**src/design/dwg_params.svh**
```systemverilog
// constants for the guard timer: register offset, field layout, timing
// assumes a 100 MHz system clock and an 8-bit data-space register port
`ifndef DWG_PARAMS_SVH
`define DWG_PARAMS_SVH

`define DWG_REG_ADDR       8'hd8
`define DWG_REG_RESET      8'hfe
`define DWG_ARM_BIT        0
`define DWG_TRIG_BIT       1
`define DWG_CHAIN_W        7
`define DWG_PRESCALE       3072
`define DWG_PRESCALE_W     12
`define DWG_STAB_CYCLES    2048
`define DWG_STAB_W         12
`define DWG_GRACE_INSTR    28
`define DWG_GRACE_W        6

`endif

```
**src/design/dwg_pkg.sv**
```systemverilog
// types shared by the guard timer files
// assumes dwg_params.svh is on the include path
`default_nettype none
package dwg_pkg;

  typedef struct packed {
    logic       wr;
    logic       rd;
    logic [7:0] addr;
    logic [7:0] wdata;
  } dwg_bus_s;

  typedef enum logic [1:0] {
    DWG_ST_IDLE  = 2'b00,
    DWG_ST_ARMED = 2'b01,
    DWG_ST_FIRE  = 2'b10
  } dwg_state_e;

  typedef struct packed {
    logic       pin_meta;
    logic       pin_sync;
    logic [11:0] cnt;
  } dwg_stab_s;

endpackage : dwg_pkg
`default_nettype wire

```
**src/design/dwg_reset_stretch.sv**
```systemverilog
// reset stabilisation stretcher: holds the internal reset for a fixed
// number of cycles after every reset cause has gone away
// assumes the watchdog cause is active high and the pin is active low and asynchronous
`include "dwg_params.svh"
`default_nettype none
module dwg_reset_stretch #(
  parameter int STAB_CYCLES = `DWG_STAB_CYCLES
) (
  // clock and power-on reset
  input  wire logic i_mclk,
  input  wire logic i_nrst,
  // reset causes
  input  wire logic i_pin_rst_n,
  input  wire logic i_wdg_fire,
  // stretched reset
  output logic      o_hold
);

  dwg_pkg::dwg_stab_s st_r;
  dwg_pkg::dwg_stab_s st_nxt;
  logic               hold_r;
  logic               hold_nxt;

  always_comb begin
    st_nxt          = st_r;
    st_nxt.pin_meta = i_pin_rst_n;
    st_nxt.pin_sync = st_r.pin_meta;
    hold_nxt        = hold_r;
    if (!st_r.pin_sync || i_wdg_fire) begin
      st_nxt.cnt = '0;
      hold_nxt   = 1'b1;
    end else if (hold_r) begin
      if (st_r.cnt == 12'(STAB_CYCLES - 1)) begin
        hold_nxt = 1'b0;
      end else begin
        st_nxt.cnt = st_r.cnt + 12'h001;
      end
    end
  end

  always_ff @(posedge i_mclk or negedge i_nrst) begin
    if (!i_nrst) begin
      st_r   <= '0;
      hold_r <= 1'b1;
    end else begin
      st_r   <= st_nxt;
      hold_r <= hold_nxt;
    end
  end

  assign o_hold = hold_r;

endmodule : dwg_reset_stretch
`default_nettype wire

```
**src/design/dwg_guard.sv**
```systemverilog
// digital watchdog: reloadable down counter that resets the device
// assumes a core that does single-cycle register reads and writes and
// pulses i_instr_done once per retired instruction
//
// Notes on behaviour
// - count down, reset device on expiry
// - software option: inactive until arm bit
// - once armed, only reset disarms
// - stop allowed only while inactive
// - hardware option: always on, stop acts wait
// - resume counting after stop wake
// - register loads 0xfe on reset
// - trigger bit falling resets the device
// - count bits stored in reversed order
// - 64 periods, 3072 to 196608 cycles
// - hardware option: arm bit reads one
// - unarmed: free 7-bit timer, no expiry reset; a trigger-bit clear still resets
// - 28 instructions before first reset; only the expiry reset waits for them, a trigger-bit clear resets at once
// - watchdog reset like pin reset
// - stabilisation holds reset 2048 cycles
`include "dwg_params.svh"
`default_nettype none
module dwg_guard #(
  parameter int PRESCALE    = `DWG_PRESCALE,
  parameter int STAB_CYCLES = `DWG_STAB_CYCLES,
  parameter int GRACE_INSTR = `DWG_GRACE_INSTR
) (
  // clock and power-on reset
  input  wire logic       i_mclk,
  input  wire logic       i_nrst,
  // mask option: high selects hardware activation
  input  wire logic       i_hw_option,
  // external reset pin, active low, asynchronous
  input  wire logic       i_pin_rst_n,
  // core data-space port
  input  wire logic       i_wr,
  input  wire logic       i_rd,
  input  wire logic [7:0] i_addr,
  input  wire logic [7:0] i_wdata,
  output logic      [7:0] o_rdata,
  // core status
  input  wire logic       i_instr_done,
  input  wire logic       i_stop_req,
  input  wire logic       i_wake,
  // power and reset controls
  output logic            o_osc_stop,
  output logic            o_wait_mode,
  output logic            o_dev_rst
);

  typedef struct packed {
    logic [6:0]  chain;
    logic        arm;
    logic        opt;
    logic [11:0] pre;
    logic [5:0]  grace;
    logic        fire;
    logic        osc_stop;
    logic        wait_mode;
    logic [7:0]  rdata;
    logic        dev_rst;
    dwg_pkg::dwg_state_e st;
  } dwg_core_s;

  dwg_core_s        s_r;
  dwg_core_s        s_nxt;
  dwg_pkg::dwg_bus_s bus;
  logic             hold;
  logic             active;
  logic             hit;
  logic [6:0]       wr_chain;

  function automatic logic [6:0] reg_to_chain(input logic [7:0] r);
    logic [6:0] c;
    c = '0;
    for (int i = 0; i < 6; i++) begin
      c[i] = r[7 - i];
    end
    c[6] = r[`DWG_TRIG_BIT];
    return c;
  endfunction : reg_to_chain

  function automatic logic [7:0] chain_to_reg(input logic [6:0] c,
                                              input logic       a);
    logic [7:0] r;
    r = '0;
    for (int i = 0; i < 6; i++) begin
      r[7 - i] = c[i];
    end
    r[`DWG_TRIG_BIT] = c[6];
    r[`DWG_ARM_BIT]  = a;
    return r;
  endfunction : chain_to_reg

  assign bus.wr    = i_wr;
  assign bus.rd    = i_rd;
  assign bus.addr  = i_addr;
  assign bus.wdata = i_wdata;
  assign hit       = (bus.addr == `DWG_REG_ADDR);
  assign wr_chain  = reg_to_chain(bus.wdata);
  assign active    = s_r.arm | s_r.opt;

  // same stretched release as the pin
  dwg_reset_stretch #(
    .STAB_CYCLES (STAB_CYCLES)
  ) u_stretch (
    .i_mclk      (i_mclk),
    .i_nrst      (i_nrst),
    .i_pin_rst_n (i_pin_rst_n),
    .i_wdg_fire  (s_r.fire),
    .o_hold      (hold)
  );

  always_comb begin
    s_nxt      = s_r;
    s_nxt.fire = 1'b0;
    // registered so the output never glitches while fire and hold hand over
    s_nxt.dev_rst = hold | s_r.fire;
    if (hold) begin
      // reset image 0xfe, option sampled after reset
      s_nxt.chain     = reg_to_chain(`DWG_REG_RESET);
      s_nxt.arm       = 1'b0;
      s_nxt.opt       = i_hw_option;
      s_nxt.pre       = '0;
      s_nxt.grace     = '0;
      s_nxt.osc_stop  = 1'b0;
      s_nxt.wait_mode = 1'b0;
      s_nxt.st        = i_hw_option ? dwg_pkg::DWG_ST_ARMED
                                    : dwg_pkg::DWG_ST_IDLE;
    end else begin
      // prescaler, frozen while oscillator is stopped
      if (!s_r.osc_stop) begin
        if (s_r.pre == 12'(PRESCALE - 1)) begin
          s_nxt.pre = '0;
          s_nxt.chain = s_r.chain - 7'h01;
        end else begin
          s_nxt.pre = s_r.pre + 12'h001;
        end
      end
      if (active && i_instr_done && s_r.grace != 6'(GRACE_INSTR)) begin
        s_nxt.grace = s_r.grace + 6'h01;
      end
      if (bus.wr && hit) begin
        s_nxt.chain = wr_chain;
        s_nxt.pre   = '0;
        // arm on write of one, never cleared by write
        if (bus.wdata[`DWG_ARM_BIT] && !s_r.arm && !s_r.opt) begin
          s_nxt.arm   = 1'b1;
          s_nxt.grace = '0;
          s_nxt.st    = dwg_pkg::DWG_ST_ARMED;
        end
      end
      case (s_r.st)
        dwg_pkg::DWG_ST_IDLE: begin
          if (bus.wr && hit && s_r.chain[6] && !wr_chain[6]) begin
            s_nxt.st = dwg_pkg::DWG_ST_FIRE;
          end
        end
        dwg_pkg::DWG_ST_ARMED: begin
          if (bus.wr && hit && s_r.chain[6] && !wr_chain[6]) begin
            s_nxt.st = dwg_pkg::DWG_ST_FIRE;
          end else if (s_r.chain[6] && !s_nxt.chain[6] &&
                       s_r.grace == 6'(GRACE_INSTR)) begin
            s_nxt.st = dwg_pkg::DWG_ST_FIRE;
          end
        end
        dwg_pkg::DWG_ST_FIRE: begin
          s_nxt.fire = 1'b1;
        end
        default: begin
          s_nxt.st = dwg_pkg::DWG_ST_IDLE;
        end
      endcase
      // stop halts the oscillator only when inactive
      // wake resumes from the kept count
      if (i_wake) begin
        s_nxt.osc_stop  = 1'b0;
        s_nxt.wait_mode = 1'b0;
      end else if (i_stop_req) begin
        s_nxt.osc_stop  = !active;
        s_nxt.wait_mode = active;
      end
    end
    // arm reads one under hardware option
    s_nxt.rdata = (bus.rd && hit)
                ? chain_to_reg(s_r.chain, s_r.arm | s_r.opt) : 8'h00;
  end

  always_ff @(posedge i_mclk or negedge i_nrst) begin
    if (!i_nrst) begin
      s_r         <= '0;
      s_r.chain   <= 7'h7f;
      s_r.dev_rst <= 1'b1;
      s_r.st      <= dwg_pkg::DWG_ST_IDLE;
    end else begin
      s_r <= s_nxt;
    end
  end

  assign o_rdata     = s_r.rdata;
  assign o_osc_stop  = s_r.osc_stop;
  assign o_wait_mode = s_r.wait_mode;
  assign o_dev_rst   = s_r.dev_rst;

endmodule : dwg_guard
`default_nettype wire

```
**config.mk**
```make
export PLATFORM = sky130hd
export DESIGN_NAME = dwg_guard
export DESIGN_NICKNAME = d
export VERILOG_FILES = /design/src/design/dwg_pkg.sv /design/src/design/dwg_reset_stretch.sv /design/src/design/dwg_guard.sv
export VERILOG_INCLUDE_DIRS = /design/src /design/src/design
export SDC_FILE = /design/constraint.sdc
export NUM_CORES = 1
export LEC_CHECK = 0
export BUFFER_PORTS_ARGS = -buffer_cell sky130_fd_sc_hd__buf_2
export CAP_MARGIN = 20
export CORE_AREA = 5 5 117 97
export CTS_BUF_LIST = sky130_fd_sc_hd__clkbuf_4
export CTS_CLUSTER_DIAMETER = 40
export CTS_CLUSTER_SIZE = 10
export DETAILED_ROUTE_END_ITERATION = 6
export DIE_AREA = 0 0 122 102
export PLACE_DENSITY = 0.45
export SLEW_MARGIN = 20
export SYNTH_ARGS = -nofsm -noshare
export SYNTH_HDL_FRONTEND = slang
export SYNTH_SLANG_ARGS = --single-unit
```
**constraint.sdc**
```tcl
create_clock -name i_mclk -period 2.27 [get_ports i_mclk]
set_clock_uncertainty 0.15 [all_clocks]
set_input_delay 0.227 -clock i_mclk [delete_from_list [all_inputs] [get_ports i_mclk]]
set_output_delay 0.227 -clock i_mclk [all_outputs]
set_load 0.02 [all_outputs]
```
* Word level (Yosys, flattened, before mapping)
Index checks and enable logic that the tools add are counted.
** Cells by class
- Add/subtract/negate cells :: 4
- Equal/unequal tests :: 9
- Muxes and demuxes :: 32
- Bitwise operators :: 2
- Reduce and logical (&&, ||, !) cells :: 26
** Operators by type and width (number)
- $mux 12 :: 5
- $mux 18 :: 2
- $mux 8 :: 4
- $add 12x1->12 const B :: 2
- $mux 2 :: 9
- $mux 7 :: 2
- $eq 12x11->1 const B :: 1
- $eq 12x12->1 const B :: 1
- $mux 6 :: 2
- $logic_and 1x1->1 :: 10
- $eq 8x8->1 const B :: 1
- $mux 1 :: 7
- $sub 7x1->7 const B :: 1
- $add 6x1->6 const B :: 1
- $eq 6x5->1 const B :: 1
- $logic_not 1->1 :: 6
- $ne 6x5->1 const B :: 1
- $pmux 2 s3 :: 1
- $reduce_and 2->1 :: 3
- $reduce_bool 2->1 :: 3
- $reduce_bool 3->1 :: 2
- $ne 3x1->1 const B :: 1
- $eq 2x1->1 const B :: 1
- $eq 2x2->1 const B :: 1
- other kinds (4) :: 5
** Word-level totals
- Register bits after elaboration :: 56
- Input bits :: 25

* Longest topological paths before layout
- Word-level depth :: 13
- Gate-level depth with buffers :: 6
- Mapped depth without buffers :: 6

* Hierarchy
From an unflattened synthesis, not the netlist that was laid out.
** Unflattened totals
- Cells, all modules :: 310
- Area total of the unflattened synthesis :: 3044.2 µm²
** By module, submodules not included
- dwg_guard :: times used 1, cells an instance 235, area an instance 2265.9 µm²
- dwg_reset_stretch :: times used 1, cells an instance 75, area an instance 778.2 µm²

* Worst setup path before layout
Ideal clock, no wire load.
- Path kind :: reg-to-reg
- From :: register s_r, in the netlist o_osc_stop
- To :: register s_r[1] (netlist bit)
- Data arrival time :: 1.619 ns
- Data required time :: 2.042 ns
- Slack :: 0.423 ns
- Stages on the path, launching flop included :: 5
- Path through :: dfrtp_1 > nor4bb_1 > nand4_1 > or4_1 > a21oi_1
** RTL lines
- start, declared :: line dwg_guard.sv:65 : dwg_core_s s_r;
- start signal, assigned :: line dwg_guard.sv:196 : s_r <= s_nxt;

==> results.sh <==
export IMPL_status="completed"
export IMPL_timing_rr_start="s_r[20]"
export IMPL_slew_headroom_pct=62.3
export IMPL_start_util_pct=29.2
export IMPL_drt_wirelength_per_cell_um=13.9
export IMPL_clkSlewWorstSetupHoldPaths_ns=0.18
export IMPL_end_kind="flip-flop"
export IMPL_critPathArrivalTime_ns=2.28
export IMPL_insertion_delay_ns=0.40
export IMPL_power_switching_mw=0.398
export IMPL_synth_edf_count=0
export IMPL_antenna_left=0
export IMPL_powerDensity_nw_per_um2=458
export IMPL_vias=2330
export IMPL_antenna_found_initial=0
export IMPL_synth_distinct_cells=53
export IMPL_min_period_over_period_pct=91.9
export IMPL_cap_viol_max_count=0
export IMPL_synth_area_top_cells="dfrtp_1 (40%), dfstp_2 (8.1%), a21oi_1 (2.7%)"
export IMPL_p_leak_nw=1.46
export IMPL_fmax_ghz=0.479
export IMPL_seqPwrFrac_pct=63.8
export IMPL_async_flop_share_pct=100
export IMPL_cts_made_buffers=5
export IMPL_fin_util_pct=34.6
export IMPL_netlist_area_um2=2930
export IMPL_core_um2=10000
export IMPL_cts_tree="done"
export IMPL_chipHeight_um=102
export IMPL_critPathTopFamily="simple AND/OR/NAND/NOR gates"
export IMPL_viasPerCell=4.81
export IMPL_syn_inst=294
export IMPL_synth_seq_cells=56
export IMPL_peakVddDrop_uv=151
export IMPL_rows=33
export IMPL_cts_sinks=56
export IMPL_crit_required_ns=2.46
export IMPL_final_cell_area_um2=3470
export IMPL_die_area_um2=12400
export IMPL_synth_nets=324
export IMPL_yosysSeqAreaShare_pct=48.2
export IMPL_synth_top_area_cell="dfrtp_1"
export IMPL_drc=0
export IMPL_slowest_stage="or4_1"
export IMPL_rr_worst_depth=6
export IMPL_fin_cells=484
export IMPL_firstDrtPassIters=4
export IMPL_p_int_mw=1.19
export IMPL_p_sw_share_pct=25.1
export IMPL_cts_root_buf="clkbuf_4"
export IMPL_cts_max_level=2
export IMPL_diodes=0
export IMPL_port_buffers=35
export IMPL_tightest_slew_ns=0.561
export IMPL_grt_overflow=0
export IMPL_grt_start_max_net_pins=36
export IMPL_fillers=1036
export IMPL_grt_use_total_pct=11.3
export IMPL_cpPeakStageDelay_ns=0.49
export IMPL_hold_class="in -> async"
export IMPL_drive_gt1_share_pct=21.5
export IMPL_setup_violations=0
export IMPL_cp_buffers_inverters=1
export IMPL_path_cells="ha_1 -> nor4bb_1 -> nand4_1 -> buf_4 -> or4_1 -> a21oi_1"
export IMPL_path_class="reg -> reg"
export IMPL_crit_path_max_fanout=6
export IMPL_pin_count=36
export IMPL_die_w_um=122
export IMPL_power_frac_comb_pct=6.1
export IMPL_critPathLaunchType="flip-flop"
export IMPL_grt_pass1_vias=2195
export IMPL_globalplace_congestion=0.750
export IMPL_pwr_share_clk_pct=30.0
export IMPL_rsz0062_at_grt="false"
export IMPL_place_hpwl_um=4850
export IMPL_dp_cells=462
export IMPL_post_dp_cell_area_um2=3270
export IMPL_drt_iter0_drc=156
export IMPL_hold_viol_final=0
export IMPL_grt_pass1_wl_um=11200
export IMPL_slew_viol_final=0
export IMPL_ys_flop_type="dfrtp_1"
export IMPL_worst_r2r_setup_slack_ns=0.18
export IMPL_ys_warn_count=0
export IMPL_area_delta_synth_final_pct=18.3
export IMPL_synth_top_cell_area_share_pct=40.1
export IMPL_r2r_end="s_r[1]"
export IMPL_post_cts_resized=0
export IMPL_final_min_clock_period_ns=2.09
export IMPL_fin_nets=373
export IMPL_cts_buffer_depth=2
export IMPL_syn_mean_instance_area_um2=9.97
export IMPL_setup_tns_ns=0
export IMPL_routed_wl_um=6740
## through the flow
| step | setup WS, ns | total power [mW] | hold WS (ns) |
|---|---|---|---|
| 2_1_floorplan | 0.423 | 1.06 | -0.219 |
| 3_3_place_gp | 0.191 | 1.11 | 0.0939 |
| 3_5_place_dp | 0.131 | 1.11 | 0.0951 |
| 4_1_cts | 0.120 | 1.62 | 0.126 |
| 5_1_grt | 0.0671 | 1.67 | 0.161 |
| 6_report | 0.183 | 1.59 | 0.159 |
## metal layers
layer | share of wire, % | up-vias | global-route usage [%]
li1 | - | 1163 | -
met1 | 53 | 1111 | 16.9
met2 | 41 | 49 | 16.2
met3 | 5.0 | 7 | 2.88
met4 | 1.1 | 0 | 3.10
met5 | 0 | - | 0
## cells in the final DEF, fill, tap and decap left out, types with 6 or more instances in the layout
cell type      netlist  layout
buf_2                3      35
nor2b_1              8       8
buf_4                8      10
or4_1                7       7
nor2_1              20      20
dlygate4sd3_1        0      13
inv_1               11      11
and2_1              10      10
nor3_1               9       9
clkbuf_4             0       6
xnor2_1              8       8
a21oi_1             16      16
nand2_1             18      18
o21ai_0             13      13
dfrtp_1             47      47
nand4_1              7       7
dfstp_2              9       9
nand3_1             14      14
## worst max path at each step
stage	start	end	slack (ns)	depth (start not counted)
3_3_place_gp	s_r[20]	s_r[1]	0.19	5
4_1_cts	s_r[20]	s_r[1]	0.12	5
5_1_grt	s_r[20]	s_r[1]	0.07	6
6_report	s_r[20]	s_r[1]	0.18	6
2_1_floorplan	o_osc_stop	s_r[1]	0.42	4
3_5_place_dp	s_r[20]	s_r[36]	0.13	6
## state kept, by name (all words and copies together) (netlist names)
signal	flops
o_dev_rst	1
o_wait_mode	1
u_stretch.o_hold	1
u_stretch.st_nxt	1
s_r	30
u_stretch.st_r	13
o_osc_stop	1
o_rdata	8
## what timing repair did
item | in CTS | in global routing
setup buffers | 0 | 1
endpoints found under the setup margin | 0 | 5
hold buffers | 13 | 0
endpoints found under the hold margin | 33 | 0
## cells by family (layout without fill, tap and decap cells)
kind of cell	count (synthesis)	after routing	share of synthesized area, %
adders and majority gates	5	5	2.13
buffers and inverters	28	78	4.74
and+or+nand+nor	129	129	25.5
muxes	6	6	2.09
xor gates and xnor gates	13	13	3.89
AOI/OAI and AO/OA	57	57	13.4
DFF	56	56	48.2
## Yosys cell counts (4+ instances only)
library cell	instances
and4_1	4
mux2i_1	5
buf_4	8
clkbuf_1	5
xor2_1	5
a31oi_1	4
nor3_1	9
nand3_1	14
dfstp_2	9
and3_1	5
a21oi_1	16
nand4_1	7
dfrtp_1	47
and2_1	10
nor3b_1	4
or3_1	5
o21ai_0	13
nor2b_1	8
nor2_1	20
xnor2_1	8
ha_1	5
or4_1	7
inv_1	11
nand2_1	18
## cell type report
cell class | instances | area, um2 | share of cell area, %
clock inverter | 2 | 13.8 | 0.397
tap | 140 | 175 | 5.05
inverter | 11 | 41.3 | 1.19
timing repair buffer | 59 | 400 | 11.5
sequential | 56 | 1410 | 40.7
clock buffer | 6 | 45.0 | 1.30
multi-input combinational | 210 | 1380 | 39.8
## power groups by stage
stage	sequential, mW	clock [mW]	combinational, mW
after global routing	1.02	0.541	0.111
final	1.01	0.477	0.0975
after detailed placement	1.03	0	0.0829
after CTS	1.01	0.509	0.100
after floorplan	1.03	0	0.0262
after global placement	1.03	0	0.0831
No activity file was read; power rests on OpenSTA's default activity.
